--- config.mk ---
export PLATFORM = sky130hd
export DESIGN_NAME = lsp_core
export DESIGN_NICKNAME = d
export VERILOG_FILES = /design/src/lsp_pkg.sv /design/src/lsp_core.sv
export VERILOG_INCLUDE_DIRS = /design/src
export SDC_FILE = /design/constraint.sdc
export NUM_CORES = 1
export LEC_CHECK = 0
export BUFFER_PORTS_ARGS = -buffer_cell sky130_fd_sc_hd__buf_2
export CAP_MARGIN = 20
export CORE_ASPECT_RATIO = 0.5
export CORE_UTILIZATION = 61
export CTS_BUF_LIST = sky130_fd_sc_hd__clkbuf_8
export CTS_CLUSTER_DIAMETER = 80
export DETAILED_ROUTE_END_ITERATION = 10
export PLACE_DENSITY = 0.79
export SLEW_MARGIN = 15
export SYNTH_ARGS = -nofsm -noshare
export SYNTH_HDL_FRONTEND = slang
export SYNTH_SLANG_ARGS = --single-unit
export TNS_END_PERCENT = 5
--- constraint.sdc ---
create_clock -name core_clk_i -period 5.21 [get_ports core_clk_i]
set_input_delay 0.2605 -clock core_clk_i [delete_from_list [all_inputs] [get_ports core_clk_i]]
set_output_delay 0.2605 -clock core_clk_i [all_outputs]
set_load 0.05 [all_outputs]
--- src/lsp_cfg.svh ---
`ifndef LSP_CFG_SVH
`define LSP_CFG_SVH
// Register offsets.
`define LSP_ADDR_CONFIG       8'h00
`define LSP_ADDR_GLOBAL       8'h01
`define LSP_ADDR_SCALE_FIRST  8'h02
`define LSP_ADDR_SCALE_LAST   8'h0D
`define LSP_ADDR_DUTY_FIRST   8'h0E
`define LSP_ADDR_DUTY_LAST    8'h25
`define LSP_ADDR_DETECT       8'h61
`define LSP_ADDR_OPEN_LO      8'h62
`define LSP_ADDR_OPEN_HI      8'h63
`define LSP_ADDR_SHORT_LO     8'h68
`define LSP_ADDR_SHORT_HI     8'h69
`define LSP_ADDR_SPREAD       8'h6E
// Field positions.
`define LSP_CFG_RES_BIT       6
`define LSP_CFG_SSD_BIT       0
`define LSP_DET_LCD_BIT       7
`define LSP_DET_RATE_HI       6
`define LSP_DET_RATE_LO       4
`define LSP_DET_MDT_HI        3
`define LSP_DET_MDT_LO        2
`define LSP_DET_SHORT_BIT     1
`define LSP_DET_OPEN_BIT      0
`define LSP_SPR_EN_BIT        4
`define LSP_DUTY_HI_MASK      8'h0F
`define LSP_RESULT_MASK       8'h3F
// Reset values.
`define LSP_RST_CONFIG        8'h32
`define LSP_RST_ZERO          8'h00
// Timing: base tick of 64 kHz x 256 steps is 16.384 MHz, near 100 MHz / 6.
`define LSP_CLK_MHZ           100
`define LSP_TICK_DIV          3'd6
`define LSP_SPREAD_US         2099
`define LSP_SPREAD_CYC        (`LSP_SPREAD_US * `LSP_CLK_MHZ)
`define LSP_DETECT_CYC        16'h1000
`endif

--- src/lsp_pkg.sv ---
package lsp_pkg;
    // One register bus access from the serial slave.
    typedef struct packed {
        logic       wr;
        logic       rd;
        logic [7:0] addr;
        logic [7:0] wdata;
    } lsp_req_s;
    // Per-channel analog control word handed to the current sinks.
    typedef struct packed {
        logic       on;
        logic [7:0] global_code;
        logic [7:0] scale_code;
        logic       low_div;
    } lsp_sink_s;
    typedef enum logic [1:0] {LSP_IDLE, LSP_OPEN, LSP_SHORT} lsp_det_e;
endpackage
--- src/lsp_core.sv ---
`include "lsp_cfg.svh"
// Summary of operation
// - Global 8-bit code scales all channels.
// - Peak equals 48mA times global times scale.
// - Duty in low byte plus four high bits.
// - 12-bit mode: duty over 4096.
// - Resolution bit set: one duty byte.
// - Divider bit cuts peak to quarter.
// - Rates 000-011: 64..8kHz, 4kHz 12-bit.
// - Rates 100-111: 4k..500Hz both modes.
// - Detect minimum duty 6, 3, 12 percent; 12-bit mode gives 6 for the third.
// - Open trigger runs one pass, results 62h-63h.
// - Short trigger runs one pass, results 68h-69h.
// - Result registers read-only, top bits zero.
// - Spread bit modulates timing 5.6 percent.
// - Shutdown bit low keeps all sinks off.
// - Pointer advances after each data byte.
module lsp_core #(
    parameter int CHANNELS  = 12,
    parameter int SPREAD_CYC = `LSP_SPREAD_CYC,
    parameter int DETECT_CYC = `LSP_DETECT_CYC
) (
    // Clock and reset.
    input  wire logic                  core_clk_i,
    input  wire logic                  rst_n_i,
    // Register access from the serial slave, same clock.
    input  wire lsp_pkg::lsp_req_s     req_i,
    input  wire logic                  ptr_load_i,
    output logic [7:0]                 rdata_o,
    output logic [7:0]                 ptr_o,
    // Fault comparator levels from the pins.
    input  wire logic [CHANNELS-1:0]   open_sense_i,
    input  wire logic [CHANNELS-1:0]   short_sense_i,
    // Sink drive.
    output logic [CHANNELS-1:0]        sink_channel_o,
    output lsp_pkg::lsp_sink_s [CHANNELS-1:0] sink_ctrl_o,
    output logic                       detect_busy_o
);
    logic [7:0]  config_reg, global_current_level, detect_ctrl, spread_control;
    logic [7:0]  channel_current_scale [CHANNELS];
    logic [11:0] duty [CHANNELS];
    logic [CHANNELS-1:0] open_res, short_res;
    logic [7:0]  ptr;
    lsp_pkg::lsp_det_e det_state;
    logic [15:0] det_cnt;
    logic [CHANNELS-1:0] open_s1, open_s2, short_s1, short_s2;

    // Address pointer: loaded by the slave, bumps after each data byte.
    always_ff @(posedge core_clk_i or negedge rst_n_i) begin
        if (!rst_n_i) ptr <= `LSP_RST_ZERO;
        else if (ptr_load_i) ptr <= req_i.addr;
        else if (req_i.wr || req_i.rd) ptr <= ptr + 8'h01;
    end
    assign ptr_o = ptr;

    // Decode of the accessed address, relative to the channel blocks.
    wire [7:0] scale_idx = ptr - `LSP_ADDR_SCALE_FIRST;
    wire [7:0] duty_off  = ptr - `LSP_ADDR_DUTY_FIRST;
    wire [7:0] duty_idx  = {1'b0, duty_off[7:1]};
    wire in_scale = (ptr >= `LSP_ADDR_SCALE_FIRST) && (ptr <= `LSP_ADDR_SCALE_LAST);
    wire in_duty  = (ptr >= `LSP_ADDR_DUTY_FIRST) && (ptr <= `LSP_ADDR_DUTY_LAST);
    wire wr_en    = req_i.wr && !ptr_load_i;
    wire res8     = config_reg[`LSP_CFG_RES_BIT];

    // Control registers; triggers self-clear when the pass is accepted.
    always_ff @(posedge core_clk_i or negedge rst_n_i) begin
        if (!rst_n_i) begin
            config_reg           <= `LSP_RST_CONFIG;
            global_current_level <= `LSP_RST_ZERO;
            detect_ctrl          <= `LSP_RST_ZERO;
            spread_control       <= `LSP_RST_ZERO;
        end else begin
            if (wr_en && ptr == `LSP_ADDR_CONFIG) config_reg <= req_i.wdata;
            if (wr_en && ptr == `LSP_ADDR_GLOBAL) global_current_level <= req_i.wdata;
            if (wr_en && ptr == `LSP_ADDR_SPREAD) spread_control <= req_i.wdata;
            if (wr_en && ptr == `LSP_ADDR_DETECT) detect_ctrl <= req_i.wdata;
            else if (det_state != lsp_pkg::LSP_IDLE)
                detect_ctrl[`LSP_DET_SHORT_BIT:`LSP_DET_OPEN_BIT] <= 2'b00;
        end
    end

    // Per-channel scale and duty storage.
    always_ff @(posedge core_clk_i or negedge rst_n_i) begin
        if (!rst_n_i) begin
            for (int i = 0; i < CHANNELS; i++) begin
                channel_current_scale[i] <= `LSP_RST_ZERO;
                duty[i] <= 12'h000;
            end
        end else if (wr_en) begin
            if (in_scale) channel_current_scale[scale_idx[3:0]] <= req_i.wdata;
            if (in_duty && !duty_off[0]) duty[duty_idx[3:0]][7:0] <= req_i.wdata;
            if (in_duty && duty_off[0])
                duty[duty_idx[3:0]][11:8] <= req_i.wdata[3:0];
        end
    end

    // Spread: two-level offset of the tick divider, stretched in the second half of the spread cycle.
    logic [31:0] spr_cnt;
    wire spr_en = spread_control[`LSP_SPR_EN_BIT];
    always_ff @(posedge core_clk_i or negedge rst_n_i) begin
        if (!rst_n_i) spr_cnt <= 32'h0000_0000;
        else if (!spr_en || spr_cnt == 32'(SPREAD_CYC - 1)) spr_cnt <= 32'h0000_0000;
        else spr_cnt <= spr_cnt + 32'h0000_0001;
    end
    // Second half of the cycle stretches the tick by one clock in three (about 5.6 %).
    wire spr_slow = spr_en && (spr_cnt >= 32'(SPREAD_CYC / 2));
    logic [2:0] tick_div;
    logic [1:0] stretch;
    wire [2:0] div_top = (spr_slow && stretch == 2'd0) ? `LSP_TICK_DIV : (`LSP_TICK_DIV - 3'd1);
    wire tick = (tick_div == div_top);
    always_ff @(posedge core_clk_i or negedge rst_n_i) begin
        if (!rst_n_i) begin
            tick_div <= 3'd0;
            stretch  <= 2'd0;
        end else begin
            tick_div <= tick ? 3'd0 : tick_div + 3'd1;
            if (tick) stretch <= (stretch == 2'd2) ? 2'd0 : stretch + 2'd1;
        end
    end

    // Prescale: 8-bit mode runs 256 ticks per period scaled by the rate field.
    wire [2:0] rate = detect_ctrl[`LSP_DET_RATE_HI:`LSP_DET_RATE_LO];
    wire [2:0] shift = res8 ? rate : ((rate[2]) ? (rate - 3'd4) : 3'd0);
    logic [7:0] pre;
    logic [11:0] phase;
    wire [7:0] pre_top = (8'h01 << shift) - 8'h01;
    wire step = tick && (pre >= pre_top);
    always_ff @(posedge core_clk_i or negedge rst_n_i) begin
        if (!rst_n_i) begin
            pre   <= 8'h00;
            phase <= 12'h000;
        end else if (tick) begin
            pre <= step ? 8'h00 : pre + 8'h01;
            if (step) phase <= res8 ? {4'h0, phase[7:0] + 8'h01} : phase + 12'h001;
        end
    end

    // Detect minimum duty floor expressed on the 8-bit scale.
    wire [1:0] detect_min_duty = detect_ctrl[`LSP_DET_MDT_HI:`LSP_DET_MDT_LO];
    wire [7:0] floor8 = detect_min_duty[1] ? (res8 ? 8'h1F : 8'h0F) : (detect_min_duty[0] ? 8'h08 : 8'h0F);
    wire detecting = (det_state != lsp_pkg::LSP_IDLE);
    wire ssd_on = config_reg[`LSP_CFG_SSD_BIT];

    // Channel compare and sink control words.
    always_comb begin
        for (int i = 0; i < CHANNELS; i++) begin
            logic [11:0] d;
            d = res8 ? {4'h0, duty[i][7:0]} : duty[i];
            if (detecting && res8 && d[7:0] < floor8) d = {4'h0, floor8};
            if (detecting && !res8 && d < {floor8, 4'h0}) d = {floor8, 4'h0};
            sink_channel_o[i] = ssd_on && (phase < d);
            sink_ctrl_o[i].on = ssd_on;
            sink_ctrl_o[i].global_code = global_current_level;
            sink_ctrl_o[i].scale_code  = channel_current_scale[i];
            sink_ctrl_o[i].low_div = detect_ctrl[`LSP_DET_LCD_BIT];
        end
    end

    // Fault sense synchronisers.
    always_ff @(posedge core_clk_i or negedge rst_n_i) begin
        if (!rst_n_i) begin
            open_s1  <= '0;
            open_s2  <= '0;
            short_s1 <= '0;
            short_s2 <= '0;
        end else begin
            open_s1  <= open_sense_i;
            open_s2  <= open_s1;
            short_s1 <= short_sense_i;
            short_s2 <= short_s1;
        end
    end

    // One-shot detection pass; open has priority if both triggers are set.
    wire trig_open  = detect_ctrl[`LSP_DET_OPEN_BIT];
    wire trig_short = detect_ctrl[`LSP_DET_SHORT_BIT];
    wire det_done   = detecting && (det_cnt == 16'(DETECT_CYC - 1));
    always_ff @(posedge core_clk_i or negedge rst_n_i) begin
        if (!rst_n_i) begin
            det_state <= lsp_pkg::LSP_IDLE;
            det_cnt   <= 16'h0000;
            open_res  <= '0;
            short_res <= '0;
        end else begin
            case (det_state)
                lsp_pkg::LSP_IDLE: begin
                    det_cnt <= 16'h0000;
                    if (trig_open) det_state <= lsp_pkg::LSP_OPEN;
                    else if (trig_short) det_state <= lsp_pkg::LSP_SHORT;
                end
                lsp_pkg::LSP_OPEN: begin
                    det_cnt <= det_cnt + 16'h0001;
                    if (det_done) begin
                        open_res  <= open_s2;
                        det_state <= lsp_pkg::LSP_IDLE;
                    end
                end
                lsp_pkg::LSP_SHORT: begin
                    det_cnt <= det_cnt + 16'h0001;
                    if (det_done) begin
                        short_res <= short_s2;
                        det_state <= lsp_pkg::LSP_IDLE;
                    end
                end
                default: det_state <= lsp_pkg::LSP_IDLE;
            endcase
        end
    end
    assign detect_busy_o = detecting;

    // Read mux; duty registers are write-only and read as zero.
    logic [7:0] rd_mux;
    always_comb begin
        rd_mux = 8'h00;
        case (ptr)
            `LSP_ADDR_CONFIG:   rd_mux = config_reg;
            `LSP_ADDR_GLOBAL:   rd_mux = global_current_level;
            `LSP_ADDR_DETECT:   rd_mux = detect_ctrl;
            `LSP_ADDR_OPEN_LO:  rd_mux = {2'b00, open_res[5:0]};
            `LSP_ADDR_OPEN_HI:  rd_mux = {2'b00, open_res[11:6]};
            `LSP_ADDR_SHORT_LO: rd_mux = {2'b00, short_res[5:0]};
            `LSP_ADDR_SHORT_HI: rd_mux = {2'b00, short_res[11:6]};
            `LSP_ADDR_SPREAD:   rd_mux = spread_control;
            default: if (in_scale) rd_mux = channel_current_scale[scale_idx[3:0]];
        endcase
    end
    // Read data registered so the slave shifts a stable byte.
    always_ff @(posedge core_clk_i or negedge rst_n_i) begin
        if (!rst_n_i) rdata_o <= 8'h00;
        else if (req_i.rd) rdata_o <= rd_mux;
    end


    // Shutdown checks.
    // No sink may conduct while the shutdown bit is low, whatever the duty says.
    a_sink_off_shut: assert property (@(posedge core_clk_i) disable iff (!rst_n_i)
        !ssd_on |-> sink_channel_o == '0)
        else $error("sink on in shutdown");

    // The analog enable follows the shutdown bit directly.
    a_ctrl_on_shut: assert property (@(posedge core_clk_i) disable iff (!rst_n_i)
        sink_ctrl_o[0].on == ssd_on)
        else $error("sink enable wrong");

    // Pointer checks.
    // A data byte moves the pointer on by one register.
    a_ptr_advance: assert property (@(posedge core_clk_i) disable iff (!rst_n_i)
        (req_i.wr && !ptr_load_i) |=> ptr == $past(ptr) + 8'h01)
        else $error("no advance");

    // The address byte sets the pointer exactly.
    a_ptr_load: assert property (@(posedge core_clk_i) disable iff (!rst_n_i)
        ptr_load_i |=> ptr == $past(req_i.addr))
        else $error("pointer not loaded");

    // Register write checks.
    // A global code write reaches the first channel's sink control word on the next cycle.
    a_global_code: assert property (@(posedge core_clk_i) disable iff (!rst_n_i)
        (wr_en && ptr == `LSP_ADDR_GLOBAL) |=> sink_ctrl_o[0].global_code == $past(req_i.wdata))
        else $error("global code lost");

    // The first scale register belongs to the first channel.
    a_scale_write: assert property (@(posedge core_clk_i) disable iff (!rst_n_i)
        (wr_en && ptr == `LSP_ADDR_SCALE_FIRST)
        |=> sink_ctrl_o[0].scale_code == $past(req_i.wdata))
        else $error("scale code lost");

    // Even duty address fills the low byte of the first channel.
    a_duty_low: assert property (@(posedge core_clk_i) disable iff (!rst_n_i)
        (wr_en && ptr == `LSP_ADDR_DUTY_FIRST) |=> duty[0][7:0] == $past(req_i.wdata))
        else $error("duty low byte lost");

    // Odd duty address fills only the high nibble; the top four data bits are dropped.
    a_duty_high: assert property (@(posedge core_clk_i) disable iff (!rst_n_i)
        (wr_en && ptr == (`LSP_ADDR_DUTY_FIRST + 8'h01))
        |=> duty[0][11:8] == $past(req_i.wdata[3:0]))
        else $error("duty high nibble lost");

    // Result register checks.
    // The unused top bits of the lower open result byte always read as zero.
    a_result_top: assert property (@(posedge core_clk_i) disable iff (!rst_n_i)
        req_i.rd && (ptr == `LSP_ADDR_OPEN_LO) |=> rdata_o[7:6] == 2'b00)
        else $error("top bits");

    // Same for the upper short result byte.
    a_short_top: assert property (@(posedge core_clk_i) disable iff (!rst_n_i)
        req_i.rd && (ptr == `LSP_ADDR_SHORT_HI) |=> rdata_o[7:6] == 2'b00)
        else $error("short top bits");

    // A host write to an open result address outside a pass must not disturb the stored open results.
    a_result_ro: assert property (@(posedge core_clk_i) disable iff (!rst_n_i)
        (wr_en && !detecting && (ptr == `LSP_ADDR_OPEN_LO || ptr == `LSP_ADDR_OPEN_HI))
        |=> $stable(open_res))
        else $error("result written");

    // Detection pass checks.
    // A pass lasts long enough for the sense levels to settle through the synchroniser.
    a_pass_length: assert property (@(posedge core_clk_i) disable iff (!rst_n_i)
        $rose(detecting) |-> detecting [*8])
        else $error("pass too short");

    // An open trigger seen in idle starts an open pass.
    a_open_start: assert property (@(posedge core_clk_i) disable iff (!rst_n_i)
        (det_state == lsp_pkg::LSP_IDLE && trig_open) |=> det_state == lsp_pkg::LSP_OPEN)
        else $error("open pass not started");

    // A short trigger alone starts a short pass.
    a_short_start: assert property (@(posedge core_clk_i) disable iff (!rst_n_i)
        (det_state == lsp_pkg::LSP_IDLE && !trig_open && trig_short)
        |=> det_state == lsp_pkg::LSP_SHORT)
        else $error("short pass not started");

    // Triggers are one-shot: they drop once a pass is running, unless rewritten.
    a_trig_clear: assert property (@(posedge core_clk_i) disable iff (!rst_n_i)
        (detecting && !(wr_en && ptr == `LSP_ADDR_DETECT))
        |=> detect_ctrl[`LSP_DET_SHORT_BIT:`LSP_DET_OPEN_BIT] == 2'b00)
        else $error("trigger not cleared");

    // A finished pass always returns to idle, so it runs only once.
    a_det_return: assert property (@(posedge core_clk_i) disable iff (!rst_n_i)
        det_done |=> det_state == lsp_pkg::LSP_IDLE)
        else $error("pass did not end");

    // The open result takes the synchronised sense levels at the end of the pass.
    a_open_latch: assert property (@(posedge core_clk_i) disable iff (!rst_n_i)
        (det_state == lsp_pkg::LSP_OPEN && det_done) |=> open_res == $past(open_s2))
        else $error("open result wrong");

    // The short result does the same for the short sense levels.
    a_short_latch: assert property (@(posedge core_clk_i) disable iff (!rst_n_i)
        (det_state == lsp_pkg::LSP_SHORT && det_done) |=> short_res == $past(short_s2))
        else $error("short result wrong");

    // Current and timing checks.
    // The divider bit goes straight to the analog control word.
    a_low_div: assert property (@(posedge core_clk_i) disable iff (!rst_n_i)
        sink_ctrl_o[0].low_div == detect_ctrl[`LSP_DET_LCD_BIT])
        else $error("divider");

    // Ticks are never closer than the base divider, even while spreading.
    a_tick_gap: assert property (@(posedge core_clk_i) disable iff (!rst_n_i)
        tick |=> !tick [*5])
        else $error("tick too early");

    // With spreading off the modulation counter stays at rest.
    a_spread_off: assert property (@(posedge core_clk_i) disable iff (!rst_n_i)
        !spr_en |=> spr_cnt == 32'h0000_0000)
        else $error("spread running");

    // Main scenarios worth seeing at least once.
    c_open_pass: cover property (@(posedge core_clk_i) det_state == lsp_pkg::LSP_OPEN && det_done);
    c_short_pass: cover property (@(posedge core_clk_i) det_state == lsp_pkg::LSP_SHORT && det_done);
    c_spread: cover property (@(posedge core_clk_i) spr_slow);
    c_sink_on: cover property (@(posedge core_clk_i) sink_channel_o[0]);
    c_low_div: cover property (@(posedge core_clk_i) sink_ctrl_o[0].low_div);
endmodule // lsp_core

**Word-level counts from Yosys, hierarchy flattened**

Cells that the tools add are included.

- Register bits: 435
- Latch bits: 0
- RAM bits: 0
- Memory bits (read-only): 0
- Bits of input ports: 45
- Output and inout bits: 245
- Word-level logic and storage cells: 265
- Memories kept: 0

- Add/sub/neg operators: 12
- Multipliers: 0
- Divide/modulo/power cells: 0
- $lt $le $gt $ge: 46
- Eq/ne operators: 15
- Shift-type cells: 1
- Mux-type cells: 73
- Bitwise gates (word level): 2
- Reductions and logical operators: 72

Operators with widths:

| cell | number |
|---|---|
| 12-bit 2-to-1 mux | 38 |
| 144-bit 2-to-1 mux | 3 |
| 144-bit bitwise mux | 2 |
| 12-bit < comparator | 12 |
| 12-bit by 9-bit < comparator with 1-bit output | 12 |
| 96-bit bitwise mux | 1 |
| 12-bit demux with 4-bit select | 2 |
| 8-bit by 5-bit < comparator with 1-bit output | 12 |
| 8-bit 2-to-1 mux | 8 |
| 8-bit one-hot mux with 8 select lines | 1 |
| 1-bit logical AND | 53 |
| 8-bit by 7-bit equality test with 1-bit output, second input constant | 6 |
| 32-bit by 1-bit adder with 32-bit output, second input constant | 1 |
| 8-bit binary-select mux with 4-bit select | 1 |
| 8-bit demux with 4-bit select | 1 |
| 32-bit by 18-bit equality test with 1-bit output, second input constant | 1 |
| 32-bit by 17-bit >= comparator with 1-bit output, second input constant | 1 |
| 32-bit 2-to-1 mux | 1 |
| 16-bit one-hot mux with 2 select lines | 1 |
| 8-bit by 1-bit adder with 8-bit output, second input constant | 3 |
| 16-bit by 1-bit adder with 16-bit output, second input constant | 1 |
| 16-bit by 12-bit equality test with 1-bit output, second input constant | 1 |
| 2-bit 2-to-1 mux | 7 |
| 12-bit by 1-bit adder with 12-bit output, second input constant | 1 |
| other kinds (31) | 51 |

**Longest topological paths before layout**

Gate-level depths: netlist of run 1.

- Depth after elaboration: 11
- Mapped depth: 18
- Gate-level depth less buffers: 16

**Worst setup path before layout of run 1**

Ideal clock, no wire load.

- Kind: register to output
- From: reg detect_ctrl[3]
- To: out sink_channel_o[2]
- Data arrival time: 5,155 ps
- Required time: 4,950 ps
- Setup slack: -206 ps
- Cell stages (with the launch flop): 19
- Path buffers: 2
- Cell sequence: dfrtp_1 -> and2_1 -> clkbuf_1 -> clkbuf_1 -> clkinv_1 -> ha_1 -> nor4_1 -> o211ai_1 -> mux2i_1 -> a31oi_1 -> o21a_1 -> mux2i_1 -> ha_1 -> a21o_1 -> a21o_1 -> a211o_1 -> a21oi_1 -> o2111ai_1 -> o21ai_0

- Word-level cells in the longest chain between the ends: 9

RTL lines:

| item | line | source |
|---|---|---|
| start: declaration | lsp_core.sv:39 | `logic [7:0] config_reg, global_current_level, detect_ctrl, spread_control;` |
| start signal: assignment | lsp_core.sv:70 | `` detect_ctrl <= `LSP_RST_ZERO; `` |
| start signal: assignment | lsp_core.sv:76 | `` if (wr_en && ptr == `LSP_ADDR_DETECT) detect_ctrl <= req_i.wdata; `` |
| 5-bit 2-to-1 mux (*) | lsp_core.sv:140 | `wire [7:0] floor8 = detect_min_duty[1] ? (res8 ? 8'h1F : 8'h0F) : (detect_min_duty[0] ? 8'h08 : 8'h0F);` |
| 8-bit by 5-bit < comparator with 1-bit output | lsp_core.sv:149 | `if (detecting && res8 && d[7:0] < floor8) d = {4'h0, floor8};` |
| 1-bit logical AND | lsp_core.sv:149 |  |
| 12-bit 2-to-1 mux | lsp_core.sv:149 |  |
| 12-bit by 9-bit < comparator with 1-bit output | lsp_core.sv:150 | `if (detecting && !res8 && d < {floor8, 4'h0}) d = {floor8, 4'h0};` |
| 1-bit logical AND | lsp_core.sv:150 |  |
| 12-bit 2-to-1 mux (*) | lsp_core.sv:150 |  |
| 12-bit < comparator (*) | lsp_core.sv:151 | `sink_channel_o[i] = ssd_on && (phase < d);` |
| 1-bit logical AND (*) | lsp_core.sv:151 |  |
| end: declaration | lsp_core.sv:35 | `output logic [CHANNELS-1:0] sink_channel_o,` |

Mark *: on every way between the ends. The rest lies on a longest branch, timed or not.

**Worst setup path in the final report of run 1**

- From: reg det_state[0]
- To: out sink_channel_o[3]

- Word-level cells in the longest chain between the ends: 9
- Elaborated cells between the ends (all ways): 10
- Those cells by class: order compare: 2; mux: 2; reduce/logical: 6

RTL lines:

| item | line | source |
|---|---|---|
| start: declaration | lsp_core.sv:44 | `lsp_pkg::lsp_det_e det_state;` |
| start signal: assignment | lsp_core.sv:180 | `det_state <= lsp_pkg::LSP_IDLE;` |
| start signal: assignment | lsp_core.sv:188 | `if (trig_open) det_state <= lsp_pkg::LSP_OPEN;` |
| start signal: assignment | lsp_core.sv:189 | `else if (trig_short) det_state <= lsp_pkg::LSP_SHORT;` |
| 2-bit nonzero test (*) | lsp_core.sv:141 | `wire detecting = (det_state != lsp_pkg::LSP_IDLE);` |
| 1-bit logical AND (2 in series) | lsp_core.sv:149 |  |
| 12-bit 2-to-1 mux | lsp_core.sv:149 |  |
| 12-bit by 9-bit < comparator with 1-bit output | lsp_core.sv:150 |  |
| 1-bit logical AND | lsp_core.sv:150 |  |
| 12-bit 2-to-1 mux (*) | lsp_core.sv:150 |  |
| 12-bit < comparator (*) | lsp_core.sv:151 |  |
| 1-bit logical AND (*) | lsp_core.sv:151 |  |

Marks and branches as above.

==> reports/qor.yml, run 1 <==
status: "completed"
grt_antenna_before_repair: 2
drt-total-wl_mm: 69.69
drt_first_pass_iters: 5
wl_per_cell_microns: 21.99
design.core.area_sq_um: 40990
slew_headroom_pct: 23.29
cap_violations: 0
slew_viol_final: 0
pwr_density_cell_nw_per_um2: 341.5
place.detailed.hpwl_mm: 45.65
numCtsBuffers: 66
grt_pass1_vias: 19771
p_total_mw: 9.795
fmax_ghz: 0.2016
yosysSeqAreaShare_pct: 42.34
crit_chain: "inv_1, ha_2, nor2b_2, buf_4, o211ai_1, mux2i_1, a31oi_1, o21a_1, mux2i_1, ha_1, a21o_1, a21o_1, a211o_1, a21oi_1, o2111ai_1, o21ai_0, clkbuf_4"
p_sw_share_pct: 38.44
netlist_area_sq_um: 25720
place.gp.congestion: 0.9150
syn-num-nets: 2634
seq_power_share_pct: 40.7
diodes: 0
synth_top_area_share_pct: 42.03
drc: 0
die_x_microns: 292.4
ys.flop_type: "dfrtp_1"
synth-seq-cells: 435
layout_commonest_cell: "dfrtp_1"
row_count: 52
crit_path_start_kind: "register"
drtIter0Drc: 1817
highest-signal-layer: "met4"
dieArea_sq_um: 43040
regMostFlops: "duty"
io_buffers: 289
die_height_microns: 147.2
internal_power_mw: 6.030
cts_setup_buffers: 0
utilization_pct: 69.98
end_kind: "output pin"
largest_reg_flops: 144
cellLeakagePower_nw: 14.70
ys.warnings.count: 0
grt_overflow: 0
grt_usage_pct: 32.53
final_hold_viol_count: 0
insertion_delay_ps: 660
nets: 2837
hold_class: "input pin to register"
clock_path_buffers: 3
detail-route-antenna-nets: 0
worst-path-max-fanout: 25
grt_pass1_wl_mm: 109.1
synth_edf_count: 0
ios: 290
period_share_pct: 95.19
wl_met3_mm: 5.363
avgSynthCellArea_sq_um: 10.81
synth.area.top_cells: "dfrtp_1 42%, mux2_2 13%, ha_1 10%"
ys_types: 74
cts_root_buf: "clkbuf_8"
cts_sinks: 435
pwr-share-clk_pct: 28.9
crit_slowest_cell: "dfrtp_1"
required_ps: 4950
tritoncts: "yes"
wl_met1_mm: 29.49
vias: 20088
setup_viol: 0
worstPathArrival_ps: 4700
fin_worst_skew_ps: 39.95
peakVddDrop_v: 0.0002830
crit_type: "register to output pin"
syn_inst: 2379
start_util_pct: 62.75
worst_slew_pin_slew_ps: 1151
cts.htree.levels: 3
async_flop_share_pct: 100.0
cts.clk_slew.worst_paths_ps: 70
p_sw_mw: 3.766
viasPerCell: 6.339
setup-tns-final_ps: 0
period_needed_ps: 4959
crit_path_max_incr_delay_ps: 400
synth_top_area_cell: "dfrtp_1"
mostFrequentLayoutCells: "430 x dfrtp_1, 308 x mux2_2, 286 x buf_2"
holdWs_ps: 52.35
drive_gt1_share_pct: 30.05
grt_max_degree: 153
areaGrowthSynthToFinish_pct: 11.53
p_comb_share_pct: 30.5
met2_length_mm: 32.23
[layer usage]
metal / vias to the layer above / GRT usage [%]
met3: 195 / 6.732
met2: 852 / 52.48
li1: 9021 / -
met4: 0 / 12.77
met5: - / 0
met1: 10020 / 43.38
[final cells by class]
cell class              instances  area (sq um)
flip-flops and latches        435         10890
well taps                     540         675.6
clock inverters                38         229.0
fillers                      2887         12300
clock buffers                  77          1060
repair buffers                367          2230
multi-input cells            1674         13450
inverters                      38         148.9
[repair_timing]
action / CTS / global route
hold buffers: 47 / 0
endpoints found under the hold margin: 143 / 0
resized for setup: 5 / 19
endpoints found under the setup margin: 9 / 12
pin swaps: 0 / 0
[worst paths after layout]
| path | slack [ps] | to | from | cells past startpoint |
|---|---|---|---|---|
| worst max-delay path | 250 | sink_channel_o[3] | det_state[0] | 17 |
| worst min-delay path | 50 | ptr_o[0] | req_i[17] | 4 |
| worst max register to register | 1610 | duty[51] | ptr_o[1] | 8 |
| worst min register to register | 340 | open_s2[3] | open_s1[3] | 0 |
| max in group asynchronous | 3590 | global_current_level[3] | rst_n_i | 3 |
| min in group asynchronous | 300 | duty[97] | rst_n_i | 2 |
[through the flow]
stage | worst slack, ps | cells | instance area, sq um
final | 250.7 | 3169 | 28690
after global routing | -26.93 | 3169 | 28690
after CTS | 16.26 | 3167 | 28570
after detailed placement | 273.7 | 3005 | 26790
after global placement | 566.7 | 3005 | 26790
after floorplan | -205.6 | 2379 | 25720
[critical path: cells and delay by family (launching register included)]
kind / cells / cell delay [ps]
adders and majority gates: 2 / 570
DFF: 1 / 400
muxes: 2 / 380
and+or+nand+nor: 1 / 180
AOI/OAI and AO/OA: 9 / 1810
buffers and inverters: 3 / 690
[synth_stat cells, types with 5 or more instances]
| library cell | n |
|---|---|
| dfrtp_1 | 432 |
| mux2_2 | 308 |
| ha_1 | 210 |
| nand2_1 | 164 |
| nor2_1 | 138 |
| buf_4 | 112 |
| a21oi_1 | 98 |
| clkbuf_1 | 94 |
| o21ai_0 | 84 |
| a21o_1 | 67 |
| nand3_1 | 66 |
| nand2b_1 | 45 |
| inv_1 | 36 |
| nor4_1 | 36 |
| nor3_1 | 33 |
| nand4_1 | 31 |
| o211ai_1 | 30 |
| xor2_1 | 30 |
| nor2b_1 | 28 |
| xnor2_1 | 28 |
| mux4_2 | 24 |
| a22o_1 | 22 |
| and3_1 | 22 |
| buf_2 | 19 |
| a211oi_1 | 15 |
| a31oi_1 | 14 |
| mux2i_1 | 14 |
| o2111ai_1 | 14 |
| and2_1 | 13 |
| o21ai_1 | 11 |
| o2111a_1 | 9 |
| and4_1 | 8 |
| or3_1 | 8 |
| buf_1 | 7 |
| o22ai_1 | 7 |
| a22oi_1 | 6 |
| nand3b_1 | 6 |
| a2111oi_0 | 5 |
| a221oi_1 | 5 |
| a32o_1 | 5 |
[cells by family after synthesis]
| family | Yosys count | share of synthesized area (%) |
|---|---|---|
| simple gates | 625 | 12.09 |
| xor+xnor | 58 | 1.975 |
| fa+ha+maj | 210 | 10.22 |
| compound gates | 434 | 11.56 |
| mux | 346 | 16.13 |
| flops | 435 | 42.34 |
| buf+inv | 270 | 5.667 |
| other cells | 1 | 0.01458 |
[power groups by stage]
stage	Combinational, mW	Clock [mW]	Sequential [mW]
after floorplan	1.94	0	4.27
after global placement	2.77	0	4.02
after detailed placement	2.86	0	4.03
after CTS	2.91	2.85	3.97
after global routing	3.22	3.00	4.01
final	2.98	2.83	3.98
(Power assumes the default switching activity.)
==> run 2, diff against run 1 <==
--- a/config.mk
+++ b/config.mk
@@ -6,6 +6,7 @@
 export SDC_FILE = /design/constraint.sdc
 export NUM_CORES = 1
 export LEC_CHECK = 0
+export ABC_AREA = 1
 export BUFFER_PORTS_ARGS = -buffer_cell sky130_fd_sc_hd__buf_2
 export CAP_MARGIN = 20
 export CORE_ASPECT_RATIO = 0.5
==> reports/qor.yml, run 2 <==
cts_root_buf: "clkbuf_8"
ios: 290
seq_power_share_pct: 38.6
grt_pass1_vias: 21569
crit_type: "register to output pin"
wl_met3_mm: 6.442
setup_viol: 0
syn-num-nets: 3404
status: "completed"
peakVddDrop_v: 0.0003088
cts.clk_slew.worst_paths_ps: 70
viasPerCell: 5.847
syn_inst: 3149
nets: 3602
worstPathArrival_ps: 4670
place.detailed.hpwl_mm: 49.28
final_hold_viol_count: 0
synth_commonest_cells: "823 x nand2_1, 432 x dfrtp_1, 254 x o21ai_0"
drt_first_pass_iters: 8
period_share_pct: 94.71
io_buffers: 289
synth.area.top_cells: "dfrtp_1 42%, nand2_1 12%, ha_1 10%"
synth_edf_count: 0
rsz0062_at_grt: "no"
holdWs_ps: 25.67
pwr_density_cell_nw_per_um2: 355.3
fmax_ghz: 0.2027
grt_pass1_wl_mm: 116.6
detail-route-antenna-nets: 0
place.gp.congestion: 0.9296
cap_violations: 0
async_flop_share_pct: 100.0
layout_commonest_cell: "nand2_1"
synth_top_area_cell: "dfrtp_1"
avgSynthCellArea_sq_um: 8.247
ys_types: 64
hold_class: "input pin to register"
die_x_microns: 293.8
largest_reg_flops: 144
worst_slew_pin_slew_ps: 1273
setup-tns-final_ps: 0
hold_depth: 3
pwr-share-clk_pct: 30.2
row_count: 53
drt-total-wl_mm: 74.79
grt_antenna_before_repair: 1
clock_path_buffers: 3
numCtsBuffers: 66
synth_most_common_cell: "nand2_1"
reg2reg_slack_ps: 1620
p_sw_share_pct: 39.54
fin_worst_skew_ps: 35.05
synth-seq-cells: 435
start_util_pct: 61.86
ys.warnings.count: 0
dieArea_sq_um: 43450
internal_power_mw: 6.180
wl_per_cell_microns: 18.80
highest-signal-layer: "met4"
design.core.area_sq_um: 41980
regMostFlops: "duty"
netlist_area_sq_um: 25970
grt_usage_pct: 34.25
period_needed_ps: 4935
mostFrequentLayoutCells: "823 x nand2_1, 432 x dfrtp_1, 288 x buf_2"
ys.flop_type: "dfrtp_1"
end_kind: "output pin"
grt_overflow: 0
vias: 23261
p_sw_mw: 4.042
areaGrowthSynthToFinish_pct: 10.80
slew_viol_final: 0
cts.htree.levels: 3
p_total_mw: 10.22
cts_sinks: 435
tritoncts: "yes"
grt_max_degree: 154
drtIter0Drc: 2116
insertion_delay_ps: 660
yosysSeqAreaShare_pct: 41.93
wl_met1_mm: 31.16
slew_headroom_pct: 15.17
drive_gt1_share_pct: 16.93
synth_top_area_share_pct: 41.63
crit_path_start_kind: "register"
cellLeakagePower_nw: 14.86
met2_length_mm: 33.71
reg2reg_depth: 10
worst-path-max-fanout: 18
p_comb_share_pct: 31.2
drc: 0
utilization_pct: 68.54
required_ps: 4950
die_height_microns: 147.9
run 2: cell count changes in the layout (fill, tap and decap cells not counted), sizes merged, moves of 22 or more:
cell    previous run  this run
inv               65       267
nand2            164       860
a22o              22         0
nor2b             28         0
mux4              24         0
a21o              68         1
mux2             308        26
nor2             138       250
nand2b            45         0
o21ai             96       381
nand3             66       123
run 2: stage by stage:
step           setup WS (ps)  cells  instance area (sq um)
2_1_floorplan           1045   3149                  25970
3_3_place_gp            1057   3812                  26890
3_5_place_dp            1011   3812                  26890
4_1_cts                286.8   3973                  28750
5_1_grt                23.88   3978                  28770
6_report               275.4   3978                  28770
run 2: routing by layer:
| layer | track usage (%) | up-vias |
|---|---|---|
| li1 | - | 10811 |
| met1 | 46.71 | 11130 |
| met2 | 53.63 | 1063 |
| met3 | 6.390 | 257 |
| met4 | 15.16 | 0 |
| met5 | 0 | - |
run 2: power groups by stage:
stage	Clock [mW]	Sequential [mW]	Combinational, mW
after floorplan	0	4.18	2.11
after global placement	0	3.99	3.01
after detailed placement	0	3.99	3.12
after CTS	3.12	3.94	3.17
after global routing	3.28	3.97	3.53
final	3.09	3.95	3.19
run 2: critical path: stages, from the launching register on:
cell      delay, ps
dfrtp_1         400
inv_2            70
nand2_2         370
clkinv_1        500
buf_4           350
ha_1            310
nand2_1          70
nand2_1          50
nand2_1          80
nand2_2         100
inv_1           130
nand2_1          90
o21ai_0          90
ha_1            260
a21oi_1         120
o21ai_0          90
nand3_1          70
a21oi_1          60
a2111o_1        280
a21oi_1         210
buf_2           310
run 2: repair_timing:
action | CTS | global route
hold buffers | 43 | 0
setup buffers | 0 | 0
resized for setup | 0 | 0
setup endpoints to repair | 0 | 0
hold endpoints to repair | 135 | 0
run 2: cell families (layout without fill, tap and decap cells):
group / after synthesis / after routing / share of synthesized area (%)
XOR/XNOR: 26 / 26 / 0.9058
other: 1 / 5 / 0.01444
AND/OR/NAND/NOR: 1352 / 1352 / 22.96
buffers and inverters: 492 / 740 / 9.607
multiplexers: 26 / 26 / 1.127
adder cells (fa/ha/maj): 210 / 210 / 10.12
AO/OA/AOI/OAI: 607 / 607 / 13.34
flip-flops: 435 / 435 / 41.93
run 2: final timing paths:
check	start	end
worst min-delay path	ptr_load_i	ptr_o[6]
worst max-delay path	detect_ctrl[3]	sink_channel_o[5]
max in group asynchronous	rst_n_i	open_s2[10]
worst max register to register	ptr_o[1]	rdata_o[7]
min in group asynchronous	rst_n_i	duty[51]
worst min register to register	open_s1[7]	open_s2[7]
run 2: final cells by class:
class,instances,area [sq um]
multi-input cells,2222,12590
repair buffers,365,2167
flip-flops and latches,435,10890
inverters,257,965.9
clock buffers,85,1170
fillers,3341,13200
diodes,4,10.01
clock inverters,33,260.3
well taps,577,721.9
==> run 3, diff against run 2 <==
--- a/config.mk
+++ b/config.mk
@@ -14,7 +14,7 @@
 export CTS_BUF_LIST = sky130_fd_sc_hd__clkbuf_8
 export CTS_CLUSTER_DIAMETER = 80
 export DETAILED_ROUTE_END_ITERATION = 10
-export PLACE_DENSITY = 0.79
+export PLACE_DENSITY_LB_ADDON = 0.12
 export SLEW_MARGIN = 15
 export SYNTH_ARGS = -nofsm -noshare
 export SYNTH_HDL_FRONTEND = slang
==> reports/qor.yml, run 3 (synthesis gave the netlist of run 2 again) <==
status: "completed"
cts.clk_slew.worst_paths_ps: 70
setup_viol: 0
crit_type: "register to output pin"
hold_depth: 3
fmax_ghz: 0.2082
period_needed_ps: 4803
drt_first_pass_iters: 6
grt_antenna_before_repair: 0
cts.htree.levels: 2
wl_per_cell_microns: 18.54
die_x_microns: 293.8
drt-total-wl_mm: 73.40
drive_gt1_share_pct: 16.47
design.core.area_sq_um: 41980
areaGrowthSynthToFinish_pct: 9.776
fillers: 3510
required_ps: 4950
ios: 290
cts_setup_buffers: 0
layout_commonest_cell: "nand2_1"
grt_pass1_wl_mm: 114.1
largest_reg_flops: 144
viasPerCell: 5.708
end_kind: "output pin"
setup-tns-final_ps: 0
start_util_pct: 61.86
crit_path_max_incr_delay_ps: 560
nets: 3594
drc: 0
crit_chain: "inv_1, ha_1, inv_2, nand2_1, nor4_1, nand2_2, inv_1, nand2_1, o21ai_0, ha_1, a21oi_1, nor2_1, a211oi_1, o221ai_1, a21oi_1, buf_2"
dieArea_sq_um: 43450
hold_class: "input pin to register"
period_share_pct: 92.18
crit_path_start_kind: "register"
grt_max_degree: 135
slew_viol_final: 0
io_buffers: 289
slew_headroom_pct: 16.31
mostFrequentLayoutCells: "822 x nand2_1, 431 x dfrtp_1, 288 x buf_2"
numCtsBuffers: 61
insertion_delay_ps: 660
worstPathArrival_ps: 4540
diodes: 0
setup_slack_ps: 407.4
row_count: 53
reg2reg_depth: 9
fin_worst_skew_ps: 26.62
rsz0062_at_grt: "no"
tritoncts: "yes"
pwr_density_cell_nw_per_um2: 340.9
cts_sinks: 435
regMostFlops: "duty"
worst_slew_pin_slew_ps: 1255
vias: 22597
cap_violations: 0
crit_slowest_cell: "nand2_1"
final_hold_viol_count: 0
grt_pass1_vias: 20560
grt_overflow: 0
place.gp.congestion: 0.9124
cellLeakagePower_nw: 14.74
placed_cells: 3808
finish.instance_area_sq_um: 28510
die_height_microns: 147.9
grt_usage_pct: 33.69
cts_root_buf: "clkbuf_8"
peakVddDrop_v: 0.0002262
placed_cell_area_sq_um: 26860
layout.cells.non_filler: 3959
worst-path-max-fanout: 12
clock_path_buffers: 3
place.detailed.hpwl_mm: 48.23
drtIter0Drc: 1891
detail-route-antenna-nets: 0
place_ws_ps: 983.1
## run 3: cell types whose count changed in the layout (fill, tap and decap cells not counted), sizes merged
cell,change
clkbuf,-13
diode,-4
buf,-3
clkinv,-1
inv,+6
bufinv,-3
clkinvlp,-1
## run 3: what timing repair did
item	in CTS	in global routing
resized for setup	0	1
setup endpoints to repair	0	3
hold endpoints to repair	170	0
hold buffers	43	0
## run 3: area by class of cell
type	instances	area (sq um)	share of cell area (%)
sequential	435	10890	38.20
clock inverter	34	170.2	0.5969
timing repair buffer	362	2177	7.637
tap	577	721.9	2.532
clock buffer	72	991.0	3.476
inverter	257	965.9	3.388
multi-input combinational	2222	12590	44.17
## run 3: worst paths after layout
kind | start | to | slack, ps
setup / recovery | det_state[0] | sink_channel_o[10] | 410
hold / removal | ptr_load_i | ptr_o[6] | 20
setup reg to reg | ptr_o[1] | rdata_o[7] | 1620
hold reg to reg | open_s1[7] | open_s2[7] | 350
max in group asynchronous | rst_n_i | short_s1[9] | 3550
min in group asynchronous | rst_n_i | duty[98] | 290
## run 3: critical path, delay by kind of cell, from the launching register on
kind | cells | cell delay, ps
simple gates | 5 | 1390
compound gates | 5 | 870
buf+inv | 4 | 700
fa+ha+maj | 2 | 510
flops | 1 | 410
## run 3: metrics by stage
stage / util, % / power, mW / hold slack [ps]
after floorplan: - / 6.288 / -35.09
after global placement: 63.98 / 7.016 / 332.8
after detailed placement: 63.98 / 7.107 / 334.7
after CTS: 67.78 / 9.724 / 9.871
after global routing: 67.91 / 10.27 / 13.73
final: 67.91 / 9.719 / 24.43
## run 3: layer usage
metal | wire, microns | vias up | global-route usage [%]
li1 | - | 10771 | -
met1 | 32480 | 10816 | 47.99
met2 | 32850 | 833 | 52.22
met3 | 5248 | 177 | 4.977
met4 | 2819 | 0 | 13.05
met5 | 0 | - | 0
## run 3: report_power, final
part | total, mW | switching, mW | internal (mW)
Combinational | 3.16 | 2.23 | 0.924
Clock | 2.62 | 1.36 | 1.26
Sequential | 3.95 | 0.333 | 3.61
Total | 9.72 | 3.92 | 5.80
